File: config.mk
export PLATFORM = sky130hd
export DESIGN_NAME = otc_overtemp_timer
export DESIGN_NICKNAME = d
export VERILOG_FILES = /design/src/design/otc_pkg.sv /design/src/design/otc_sync2.sv /design/src/design/otc_overtemp_timer.sv
export SDC_FILE = /design/constraint.sdc
export NUM_CORES = 1
export LEC_CHECK = 0
export ABC_AREA = 1
export BUFFER_PORTS_ARGS = -buffer_cell sky130_fd_sc_hd__buf_4
export CAP_MARGIN = 20
export CORE_AREA = 5 5 187 189
export DETAILED_ROUTE_END_ITERATION = 7
export DIE_AREA = 0 0 192 194
export GPL_TIMING_DRIVEN = 0
export SYNTH_ARGS = -nofsm -noshare
export SYNTH_HDL_FRONTEND = slang
export SYNTH_HIERARCHICAL = 1
export SYNTH_SLANG_ARGS = --single-unit
File: constraint.sdc
create_clock -name ref_clk -period 4.2 [get_ports ref_clk]
set_clock_uncertainty 0.05 [all_clocks]
set_input_delay 0.84 -clock ref_clk [delete_from_list [all_inputs] [get_ports ref_clk]]
set_output_delay 0.84 -clock ref_clk [all_outputs]
set_load 0.005 [all_outputs]
File: src/design/otc_pkg.sv
// Shared constants, register map and helper functions for the overtemperature timer block.
package otc_pkg;

	// Clock and timer step; the step count is derived so only the printed figure is kept.
	localparam int  CLK_PERIOD_NS   = 5;
	localparam real STEP_TIME_MS    = 22.76;
	localparam int  STEP_CYCLES     = int'(STEP_TIME_MS * 1.0e6 / CLK_PERIOD_NS);
	// Durations shorter than two steps (45.52 ms) report only the assertion flag.
	localparam logic [7:0] REPORT_MIN_STEPS = 8'h02;
	localparam logic [7:0] COUNT_MAX        = 8'hff;

	// Bus geometry and responses.
	localparam int         ADDR_W      = 10;
	localparam logic [1:0] RESP_OKAY   = 2'h0;
	localparam logic [1:0] RESP_SLVERR = 2'h2;

	// Register indices; the byte address is four times the index.
	localparam logic [7:0] IDX_INT_STATUS2 = 8'h42;
	localparam logic [7:0] IDX_DUR_STATUS  = 8'h79;
	localparam logic [7:0] IDX_DUR_LIMIT   = 8'h7a;
	localparam logic [7:0] IDX_PULSE_SEL   = 8'h7b;
	localparam logic [7:0] IDX_TEMP_CFG    = 8'h7c;
	localparam logic [7:0] IDX_LOCK_CTRL   = 8'h80;
	localparam logic [7:0] IDX_INT_CLEAR   = 8'h81;
	localparam logic [7:0] IDX_INT_ENABLE  = 8'h82;
	localparam logic [7:0] IDX_PIN_DATA    = 8'h83;

	// Values after reset.
	localparam logic [7:0] RST_DUR_LIMIT  = 8'h00;
	localparam logic [7:0] RST_PULSE_SEL  = 8'h55;
	localparam logic [7:0] RST_TEMP_CFG   = 8'h01;
	localparam logic [7:0] RST_INT_ENABLE = 8'h00;

	// Field positions.
	localparam int CFG_TWOS_BIT    = 0;
	localparam int CFG_OFFSET_BIT  = 1;
	localparam int CFG_DIR_BIT     = 2;
	localparam int CFG_POL_BIT     = 3;
	localparam int CFG_VID_BIT     = 4;
	localparam int CFG_CHAN_LSB    = 5;
	localparam int INT_TIMEOUT_BIT = 5;
	localparam int LOCK_BIT        = 0;
	localparam int PIN_OUT_BIT     = 0;
	localparam int PIN_IN_BIT      = 1;

	// Limit codes that switch a channel's overtemperature output off.
	localparam logic [7:0]        LIMIT_OFF_OFFSET64 = 8'h00;
	localparam logic [7:0]        LIMIT_OFF_TWOS     = 8'h80;
	localparam logic signed [9:0] OFFSET64_BIAS      = 10'sh040;

	// Converts a temperature code to signed degrees under the selected encoding.
	function automatic logic signed [9:0] otc_to_celsius(input logic [7:0] code,
			input logic twos);
		if (twos) begin
			return $signed({{2{code[7]}}, code});
		end
		return $signed({2'h0, code}) - OFFSET64_BIAS;
	endfunction

	// True when a limit code holds the disabling value for the selected encoding.
	function automatic logic otc_limit_off(input logic [7:0] code, input logic twos);
		return twos ? (code == LIMIT_OFF_TWOS) : (code == LIMIT_OFF_OFFSET64);
	endfunction

	// True for every index that answers on the bus.
	function automatic logic otc_is_mapped(input logic [7:0] idx);
		return idx inside {IDX_INT_STATUS2, IDX_DUR_STATUS, IDX_DUR_LIMIT, IDX_PULSE_SEL,
			IDX_TEMP_CFG, IDX_LOCK_CTRL, IDX_INT_CLEAR, IDX_INT_ENABLE, IDX_PIN_DATA};
	endfunction

endpackage

File: src/design/otc_sync2.sv
// Two-flop synchroniser for a single level arriving from outside the clock domain.
`timescale 1ns/1ps
module otc_sync2 #(
	parameter logic RESET_VAL = 1'b0
) (
	input  wire logic ref_clk,
	input  wire logic rst_n,
	input  wire logic asyncIn,
	output logic      syncOut
);

	logic meta_r;

	// The first stage feeds only the second stage to contain metastability.
	always_ff @(posedge ref_clk) begin
		if (!rst_n) begin
			meta_r  <= RESET_VAL;
			syncOut <= RESET_VAL;
		end else begin
			meta_r  <= asyncIn;
			syncOut <= meta_r;
		end
	end

endmodule

File: src/design/otc_overtemp_timer.sv
// Overtemperature duration timer, limit compare, pin and temperature configuration registers.
//
// Operation
// - Bits 7:1 of the duration status time the assertion and read zero up to 45.52 ms.
// - Status bit 0 sets when the overtemperature input asserts and clears on read.
// - Past 45.52 ms bit 0 becomes the LSB of an 8-bit count in 22.76 ms steps up to 5.80 s.
// - When the duration exceeds the 8-bit limit, timeout flag bit 5 of interrupt status two sets.
// - A limit of zero raises the timeout flag at the very assertion of the overtemperature input.
// - Pulse select holds four 2-bit fields, codes 0..3 for 1..4 pulses, default 01.
// - Config bit 0 selects two's complement (1) or offset-64 (0) for all temperature values.
// - Config bit 1 selects the offset range: 0.5 degree steps when 0, 1 degree steps when 1.
// - Configuration bit 2 makes the sixth general pin an input (0) or output (1) when enabled.
// - Configuration bit 3 makes the sixth general pin output active low (0) or high (1).
// - Configuration bit 4 gives five shared pins voltage-ID (0) or general-purpose (1) function.
// - Configuration bits 5..7 let each channel's limit drive the overtemperature signal.
// - A channel limit of -64 C (offset-64) or -128 C (two's complement) disables that channel.
// - Once the lock bit is set the configuration register ignores all writes.
`timescale 1ns/1ps
module otc_overtemp_timer #(
	parameter int STEP_CYCLES = otc_pkg::STEP_CYCLES
) (
	input  wire logic                      ref_clk,
	input  wire logic                      rst_n,
	input  wire logic [otc_pkg::ADDR_W-1:0] s_axi_awaddr,
	input  wire logic                      s_axi_awvalid,
	output logic                           s_axi_awready,
	input  wire logic [31:0]               s_axi_wdata,
	input  wire logic [3:0]                s_axi_wstrb,
	input  wire logic                      s_axi_wvalid,
	output logic                           s_axi_wready,
	output logic [1:0]                     s_axi_bresp,
	output logic                           s_axi_bvalid,
	input  wire logic                      s_axi_bready,
	input  wire logic [otc_pkg::ADDR_W-1:0] s_axi_araddr,
	input  wire logic                      s_axi_arvalid,
	output logic                           s_axi_arready,
	output logic [31:0]                    s_axi_rdata,
	output logic [1:0]                     s_axi_rresp,
	output logic                           s_axi_rvalid,
	input  wire logic                      s_axi_rready,
	input  wire logic                      overtempSignalIn_n,
	output logic                           overtempSignalOut,
	output logic                           overtempSignalOe,
	input  wire logic [7:0]                remoteOneTemp,
	input  wire logic [7:0]                localTemp,
	input  wire logic [7:0]                remoteTwoTemp,
	input  wire logic [7:0]                remoteOneLimit,
	input  wire logic [7:0]                localLimit,
	input  wire logic [7:0]                remoteTwoLimit,
	input  wire logic                      sixthPinFuncEn,
	input  wire logic                      sixthGeneralPinIn,
	output logic                           sixthGeneralPinOut,
	output logic                           sixthGeneralPinOe,
	output logic                           twosComplementSelect,
	output logic                           offsetRangeSelect,
	output logic                           voltageIdPinSelect,
	output logic [1:0]                     firstFanPulseSel,
	output logic [1:0]                     secondFanPulseSel,
	output logic [1:0]                     thirdFanPulseSel,
	output logic [1:0]                     fourthFanPulseSel,
	output logic                           irq
);

	logic        overtempSync;
	logic        pinInSync;
	logic        otActive;
	logic        otPrev_r;
	logic        assertEdge;
	logic [31:0] prescale_r;
	logic        stepTick;
	logic [7:0]  durationCount_r;
	logic        assertFlag_r;
	logic [7:0]  durationStatus;
	logic        timeoutHit;
	logic [7:0]  durationLimit_r;
	logic [7:0]  pulseSel_r;
	logic [7:0]  tempCfg_r;
	logic        lock_r;
	logic [7:0]  intStatus_r;
	logic [7:0]  intEnable_r;
	logic        pinOutValue_r;
	logic        overtempDrive_r;
	logic        overtempDrive_nxt;
	logic [7:0]  chanTemp [3];
	logic [7:0]  chanLimit [3];
	localparam int ADDR_IDX_W = 8;
	logic [ADDR_IDX_W-1:0] awIdx_r;
	logic        awHeld_r;
	logic [7:0]  wData_r;
	logic        wLane0_r;
	logic        wHeld_r;
	logic        doWrite;
	logic        wrLegal;
	logic [7:0]  arIdx;
	logic        readTaken;
	logic [7:0]  readValue;
	logic        statusRead;

	// Both pins arrive from outside, so they are synchronised before any logic sees them.
	otc_sync2 #(
		.RESET_VAL (1'b1)
	) u_overtemp_sync (
		.ref_clk (ref_clk),
		.rst_n   (rst_n),
		.asyncIn (overtempSignalIn_n),
		.syncOut (overtempSync)
	);

	otc_sync2 #(
		.RESET_VAL (1'b0)
	) u_pin_sync (
		.ref_clk (ref_clk),
		.rst_n   (rst_n),
		.asyncIn (sixthGeneralPinIn),
		.syncOut (pinInSync)
	);

	// The overtemperature signal is active low on the wire.
	assign otActive   = ~overtempSync;
	assign assertEdge = otActive & ~otPrev_r;
	assign stepTick   = otActive & ~assertEdge & (prescale_r == 32'(STEP_CYCLES - 1));

	always_ff @(posedge ref_clk) begin
		if (!rst_n) begin
			otPrev_r <= 1'b0;
		end else begin
			otPrev_r <= otActive;
		end
	end

	// Step prescaler restarts at every new assertion so steps are measured from the edge.
	always_ff @(posedge ref_clk) begin
		if (!rst_n) begin
			prescale_r <= 32'h0;
		end else if (!otActive || assertEdge || stepTick) begin
			prescale_r <= 32'h0;
		end else begin
			prescale_r <= prescale_r + 32'h1;
		end
	end

	// Duration of the latest assertion in steps; it is held after release for software.
	always_ff @(posedge ref_clk) begin
		if (!rst_n) begin
			durationCount_r <= 8'h0;
		end else if (assertEdge) begin
			durationCount_r <= 8'h0;
		end else if (stepTick && durationCount_r != otc_pkg::COUNT_MAX) begin
			durationCount_r <= durationCount_r + 8'h1;
		end
	end

	// A new assertion in the same cycle as the clearing read keeps the flag set.
	always_ff @(posedge ref_clk) begin
		if (!rst_n) begin
			assertFlag_r <= 1'b0;
		end else if (assertEdge) begin
			assertFlag_r <= 1'b1;
		end else if (statusRead) begin
			assertFlag_r <= 1'b0;
		end
	end

	// Short assertions show only the flag; long ones show the whole count.
	assign durationStatus = (durationCount_r >= otc_pkg::REPORT_MIN_STEPS) ?
		durationCount_r : {7'h0, assertFlag_r};

	// The stale count from the previous assertion is ignored in the edge cycle.
	assign timeoutHit = (assertEdge && durationLimit_r == 8'h0) ||
		(otActive && !assertEdge && durationCount_r > durationLimit_r);

	// Sticky interrupt status; a hardware set wins over a software clear.
	always_ff @(posedge ref_clk) begin
		if (!rst_n) begin
			intStatus_r <= 8'h0;
		end else begin
			if (doWrite && wrLegal && awIdx_r == otc_pkg::IDX_INT_CLEAR) begin
				intStatus_r <= intStatus_r & ~wData_r;
			end
			if (timeoutHit) begin
				intStatus_r[otc_pkg::INT_TIMEOUT_BIT] <= 1'b1;
			end
		end
	end

	assign irq = |(intStatus_r & intEnable_r);

	// Write path: address and data are taken independently, the response follows both.
	assign s_axi_awready = ~awHeld_r & ~s_axi_bvalid;
	assign s_axi_wready  = ~wHeld_r & ~s_axi_bvalid;
	assign doWrite       = awHeld_r & wHeld_r & ~s_axi_bvalid;
	assign wrLegal       = wLane0_r & otc_pkg::otc_is_mapped(awIdx_r);

	always_ff @(posedge ref_clk) begin
		if (!rst_n) begin
			awHeld_r <= 1'b0;
			awIdx_r  <= 8'h0;
		end else if (s_axi_awvalid && s_axi_awready) begin
			awHeld_r <= 1'b1;
			awIdx_r  <= s_axi_awaddr[9:2];
		end else if (doWrite) begin
			awHeld_r <= 1'b0;
		end
	end

	always_ff @(posedge ref_clk) begin
		if (!rst_n) begin
			wHeld_r  <= 1'b0;
			wData_r  <= 8'h0;
			wLane0_r <= 1'b0;
		end else if (s_axi_wvalid && s_axi_wready) begin
			wHeld_r  <= 1'b1;
			wData_r  <= s_axi_wdata[7:0];
			wLane0_r <= s_axi_wstrb[0];
		end else if (doWrite) begin
			wHeld_r <= 1'b0;
		end
	end

	// Unmapped indices answer with an error and change nothing.
	always_ff @(posedge ref_clk) begin
		if (!rst_n) begin
			s_axi_bvalid <= 1'b0;
			s_axi_bresp  <= otc_pkg::RESP_OKAY;
		end else if (doWrite) begin
			s_axi_bvalid <= 1'b1;
			s_axi_bresp  <= otc_pkg::otc_is_mapped(awIdx_r) ?
				otc_pkg::RESP_OKAY : otc_pkg::RESP_SLVERR;
		end else if (s_axi_bready) begin
			s_axi_bvalid <= 1'b0;
		end
	end

	// Duration limit, pulse select, interrupt enable and pin output data registers.
	always_ff @(posedge ref_clk) begin
		if (!rst_n) begin
			durationLimit_r <= otc_pkg::RST_DUR_LIMIT;
			pulseSel_r      <= otc_pkg::RST_PULSE_SEL;
			intEnable_r     <= otc_pkg::RST_INT_ENABLE;
			pinOutValue_r   <= 1'b0;
		end else if (doWrite && wrLegal) begin
			unique case (awIdx_r)
				otc_pkg::IDX_DUR_LIMIT:  durationLimit_r <= wData_r;
				otc_pkg::IDX_PULSE_SEL:  pulseSel_r      <= wData_r;
				otc_pkg::IDX_INT_ENABLE: intEnable_r     <= wData_r;
				otc_pkg::IDX_PIN_DATA:   pinOutValue_r   <= wData_r[otc_pkg::PIN_OUT_BIT];
				default: ;
			endcase
		end
	end

	// The lock can only be released by reset, which is what makes it a protection.
	always_ff @(posedge ref_clk) begin
		if (!rst_n) begin
			lock_r <= 1'b0;
		end else if (doWrite && wrLegal && awIdx_r == otc_pkg::IDX_LOCK_CTRL &&
				wData_r[otc_pkg::LOCK_BIT]) begin
			lock_r <= 1'b1;
		end
	end

	always_ff @(posedge ref_clk) begin
		if (!rst_n) begin
			tempCfg_r <= otc_pkg::RST_TEMP_CFG;
		end else if (doWrite && wrLegal && !lock_r && awIdx_r == otc_pkg::IDX_TEMP_CFG) begin
			tempCfg_r <= wData_r;
		end
	end

	// Configuration fields go straight out to the measurement and pin logic.
	assign twosComplementSelect = tempCfg_r[otc_pkg::CFG_TWOS_BIT];
	assign offsetRangeSelect    = tempCfg_r[otc_pkg::CFG_OFFSET_BIT];
	assign voltageIdPinSelect   = tempCfg_r[otc_pkg::CFG_VID_BIT];
	assign firstFanPulseSel     = pulseSel_r[1:0];
	assign secondFanPulseSel    = pulseSel_r[3:2];
	assign thirdFanPulseSel     = pulseSel_r[5:4];
	assign fourthFanPulseSel    = pulseSel_r[7:6];

	// Sixth general pin: drives only when its function is on and it is set as output.
	always_ff @(posedge ref_clk) begin
		if (!rst_n) begin
			sixthGeneralPinOe  <= 1'b0;
			sixthGeneralPinOut <= 1'b0;
		end else begin
			sixthGeneralPinOe  <= sixthPinFuncEn & tempCfg_r[otc_pkg::CFG_DIR_BIT];
			sixthGeneralPinOut <= tempCfg_r[otc_pkg::CFG_POL_BIT] ?
				pinOutValue_r : ~pinOutValue_r;
		end
	end

	assign chanTemp[0]  = remoteOneTemp;
	assign chanTemp[1]  = localTemp;
	assign chanTemp[2]  = remoteTwoTemp;
	assign chanLimit[0] = remoteOneLimit;
	assign chanLimit[1] = localLimit;
	assign chanLimit[2] = remoteTwoLimit;

	// Codes are reinterpreted under the current encoding every cycle, so a change of
	// encoding takes effect on the very next compare.
	always_comb begin
		overtempDrive_nxt = 1'b0;
		for (int i = 0; i < 3; i++) begin
			if (tempCfg_r[otc_pkg::CFG_CHAN_LSB + i] &&
					!otc_pkg::otc_limit_off(chanLimit[i], twosComplementSelect) &&
					otc_pkg::otc_to_celsius(chanTemp[i], twosComplementSelect) >
					otc_pkg::otc_to_celsius(chanLimit[i], twosComplementSelect)) begin
				overtempDrive_nxt = 1'b1;
			end
		end
	end

	// Open-drain output: the wire is only ever pulled low, and the timer sees our own drive.
	always_ff @(posedge ref_clk) begin
		if (!rst_n) begin
			overtempDrive_r <= 1'b0;
		end else begin
			overtempDrive_r <= overtempDrive_nxt;
		end
	end

	assign overtempSignalOe  = overtempDrive_r;
	assign overtempSignalOut = 1'b0;

	// Read path: one read at a time, data registered with the response.
	assign s_axi_arready = ~s_axi_rvalid;
	assign arIdx         = s_axi_araddr[9:2];
	assign readTaken     = s_axi_arvalid & s_axi_arready;
	assign statusRead    = readTaken & (arIdx == otc_pkg::IDX_DUR_STATUS);

	always_comb begin
		unique case (arIdx)
			otc_pkg::IDX_INT_STATUS2: readValue = intStatus_r;
			otc_pkg::IDX_DUR_STATUS:  readValue = durationStatus;
			otc_pkg::IDX_DUR_LIMIT:   readValue = durationLimit_r;
			otc_pkg::IDX_PULSE_SEL:   readValue = pulseSel_r;
			otc_pkg::IDX_TEMP_CFG:    readValue = tempCfg_r;
			otc_pkg::IDX_LOCK_CTRL:   readValue = {7'h0, lock_r};
			otc_pkg::IDX_INT_ENABLE:  readValue = intEnable_r;
			otc_pkg::IDX_PIN_DATA:    readValue = {6'h0, pinInSync, pinOutValue_r};
			default:                  readValue = 8'h0;
		endcase
	end

	always_ff @(posedge ref_clk) begin
		if (!rst_n) begin
			s_axi_rvalid <= 1'b0;
			s_axi_rdata  <= 32'h0;
			s_axi_rresp  <= otc_pkg::RESP_OKAY;
		end else if (readTaken) begin
			s_axi_rvalid <= 1'b1;
			s_axi_rdata  <= {24'h0, readValue};
			s_axi_rresp  <= otc_pkg::otc_is_mapped(arIdx) ?
				otc_pkg::RESP_OKAY : otc_pkg::RESP_SLVERR;
		end else if (s_axi_rready) begin
			s_axi_rvalid <= 1'b0;
		end
	end

endmodule

==> reports/metrics.yaml <==
outcome:
  outcome: "complete, no violations"
clock_tree:
  clk_pin_slew_ns: 0.07
  root_buffer: "clkbuf_16"
  cts_sinks: 122
  htreeDepth: 4
  clkLatencyLatePin_ns: 0.43
  cts_tree: "done"
  cts_setup_buffers: 0
  numCtsBuffers: 17
  cts_resized: 0
  ctsHoldBuffers: 0
  clock_path_buffers: 2
power:
  totalPowerFinal_mw: 3.017
  combPwrFrac: 0.097
  p_per_area_nw_per_um2: 316.0
  internal_power_mw: 2.214
  seq_power_share: 0.401
  p_sw_frac: 0.2660
  p_leak_nw: 4.297
  p_clk_frac: 0.502
  vdd_drop_max_mv: 0.1998
  power.switching_uw: 802.7
cells_and_area:
  antennaDiodeCount: 0
  nets: 1436
  final_cells: 1734
  fin_area_um2: 9548
  area_delta_synth_final_pct: 28.12
  drive_gt1_frac: 0.1664
  layout_common_cells: "nand2_1, inv_1, nor2_1"
  post-route-util: 0.2883
  final_common_cell: "nand2_1"
route:
  vias: 7356
  drt_iter0_markers: 447
  dr.pass1.iters: 5
  routedWlPerCell_um: 12.59
  via_per_inst: 4.242
  wl_mm: 21.82
  drc: 0
  ant_nets: 0
setup_path:
  reg2reg_from: "tempCfg_r[0]"
  slowest_delay_ns: 0.46
  reg2reg_depth: 12
  required_ns: 4.53
  crit_buf_inv: 4
  crit_cells: 12
  critPathLaunch: "tempCfg_r[0]"
  crit_arrival_ns: 2.85
  r2r-end: "overtempSignalOe"
  crit_chain: "buf_1 > buf_2 > o21ai_0 > ha_1 > inv_1 > nor2_1 > nand3_1 > nand4_1 > nand4_1 > nand3_1 > nand2_1 > inv_1"
  endpoint: "overtempSignalOe"
  cp_max_fo: 10
  worst-setup-path-type: "reg2reg"
  critPathLaunchType: "register"
  path_delay_family: "buffers and inverters"
  cp_slowest_cell: "buf_1"
  rrSetupSlack_ns: 1.68
  end_kind: "register"
timing:
  hold_ws_ns: 0.3530
  timing.setup.tns_ns: 0
  fmax_mhz: 397.4
  min_period_over_period: 0.5991
  rsz0062_at_grt: "false"
  hold_viol: 0
  relSlewSlack: 0.5376
  slew_viol_final: 0
  setup_viol: 0
  worst-slew-pin-transition_ns: 0.6936
  finalCriticalPeriod_ns: 2.516
  setup_ws_ns: 1.684
placement:
  place_ws_ns: 1.625
  place_congestion: 0.8959
  dpl_cell_area_um2: 8944
  port_buffers: 111
  place_hpwl_mm: 17.59
  dp_cells: 1702
floorplanning:
  die_h_um: 194
  core-area_um2: 33110
  dieArea_um2: 37250
  die_w_um: 192
  io-pin-count: 171
  row_count: 67
  initial_utilization: 0.2251
yosys:
  ys_types: 43
  yosysSeqAreaShare: 0.3277
  yosys.area.top_type_share: 0.3277
  ys_ff_latch: 122
  yosysTopAreaCell: "dfxtp_1"
  synth.area.top_cells: "dfxtp_1, nand2_1, ha_1"
  yosys_warnings: 6
  syn_inst: 1117
  syn_area_per_cell_um2: 6.672
  synthesis.area_um2: 7452
grt:
  grt_pass1_vias: 6803
  antenna_found_initial: 0
  grt_overflow: 0
  grt_use_total: 0.1149
  grt_max_degree: 17
  grt_pass1_wl_mm: 34.62
job:
  drv_cap: 0
worst_hold_path:
  hold_class: "reg2reg"
-- flip-flops by register name (all words and copies together) (netlist names), 8 cells and up --
signal / count
durationCount_r: 8
intStatus_r: 8
tempCfg_r: 8
durationLimit_r: 8
wData_r: 8
awIdx_r: 8
prescale_r: 32
intEnable_r: 8
pulseSel_r: 8
s_axi_rdata: 8
-- layer usage --
metal | global-route usage | wire, um
met5 | 0 | 0
met4 | 0.03883 | 472
met3 | 0.02215 | 1145
met2 | 0.1733 | 9388
met1 | 0.1639 | 10820
-- tightest hold or removal path: cells and delay by family (launching register included) --
family	cells	cell delay (ns)
DFF	1	0.30
and+or+nand+nor	1	0.04
buffers and inverters	1	0.03
-- how the worst min path moves through the flow --
stage                                 startpoint  slack [ns]                      end  depth (start not counted)
after floorplan           u_overtemp_sync/meta_r        0.33  u_overtemp_sync/syncOut                          2
after global placement    u_overtemp_sync/meta_r        0.34  u_overtemp_sync/syncOut                          2
after detailed placement  u_overtemp_sync/meta_r        0.34  u_overtemp_sync/syncOut                          2
after CTS                 u_overtemp_sync/meta_r        0.36  u_overtemp_sync/syncOut                          2
after global routing      u_overtemp_sync/meta_r        0.38  u_overtemp_sync/syncOut                          2
final                     u_overtemp_sync/meta_r        0.35  u_overtemp_sync/syncOut                          2
-- synth_stat cells (all sizes together) --
cell     instances
nor3b            6
o21a             1
inv            167
nand4           28
nor4             2
a221oi           2
o211ai           3
nor3            21
o21bai           3
o22ai            8
a31oi            1
a21oi           75
ha              49
a21boi           1
clkbuf           8
xnor2            7
o21ai           47
a311oi           1
xor2            19
clkinv           1
nand2          246
conb             1
buf             40
nor2           177
dfxtp          122
nand3b           1
or2              7
o2111ai          1
nand3           72
-- layout make-up --
cell class	count	area, um^2
Sequential cell	122	2442
Inverter	168	633.1
Timing Repair Buffer	111	833.3
Buffer	48	309.0
Fill cell	3641	23570
Clock inverter	15	178.9
Multi-Input combinational cell	805	4165
Tap cell	448	560.5
Clock buffer	17	425.4
-- cells by family (layout without fill, tap and decap cells) --
logic type,after synthesis,after routing,share of synthesized area
compound gates,143,143,0.1023
xor+xnor,26,26,0.03056
fa+ha+maj,49,49,0.08227
buf+inv,216,359,0.1264
flops,122,122,0.3277
other cells,1,27,0.0005032
simple gates,560,560,0.3303
-- power by group through the flow --
stage               sequential, mW  combinational [mW]  clock [mW]
floorplan                     1.22               0.176           0
global placement              1.24               0.286           0
detailed placement            1.24               0.293           0
CTS                           1.21               0.294        1.55
global route                  1.21               0.335        1.59
finish                        1.21               0.292        1.51
Power figures use the tool's default switching activity.
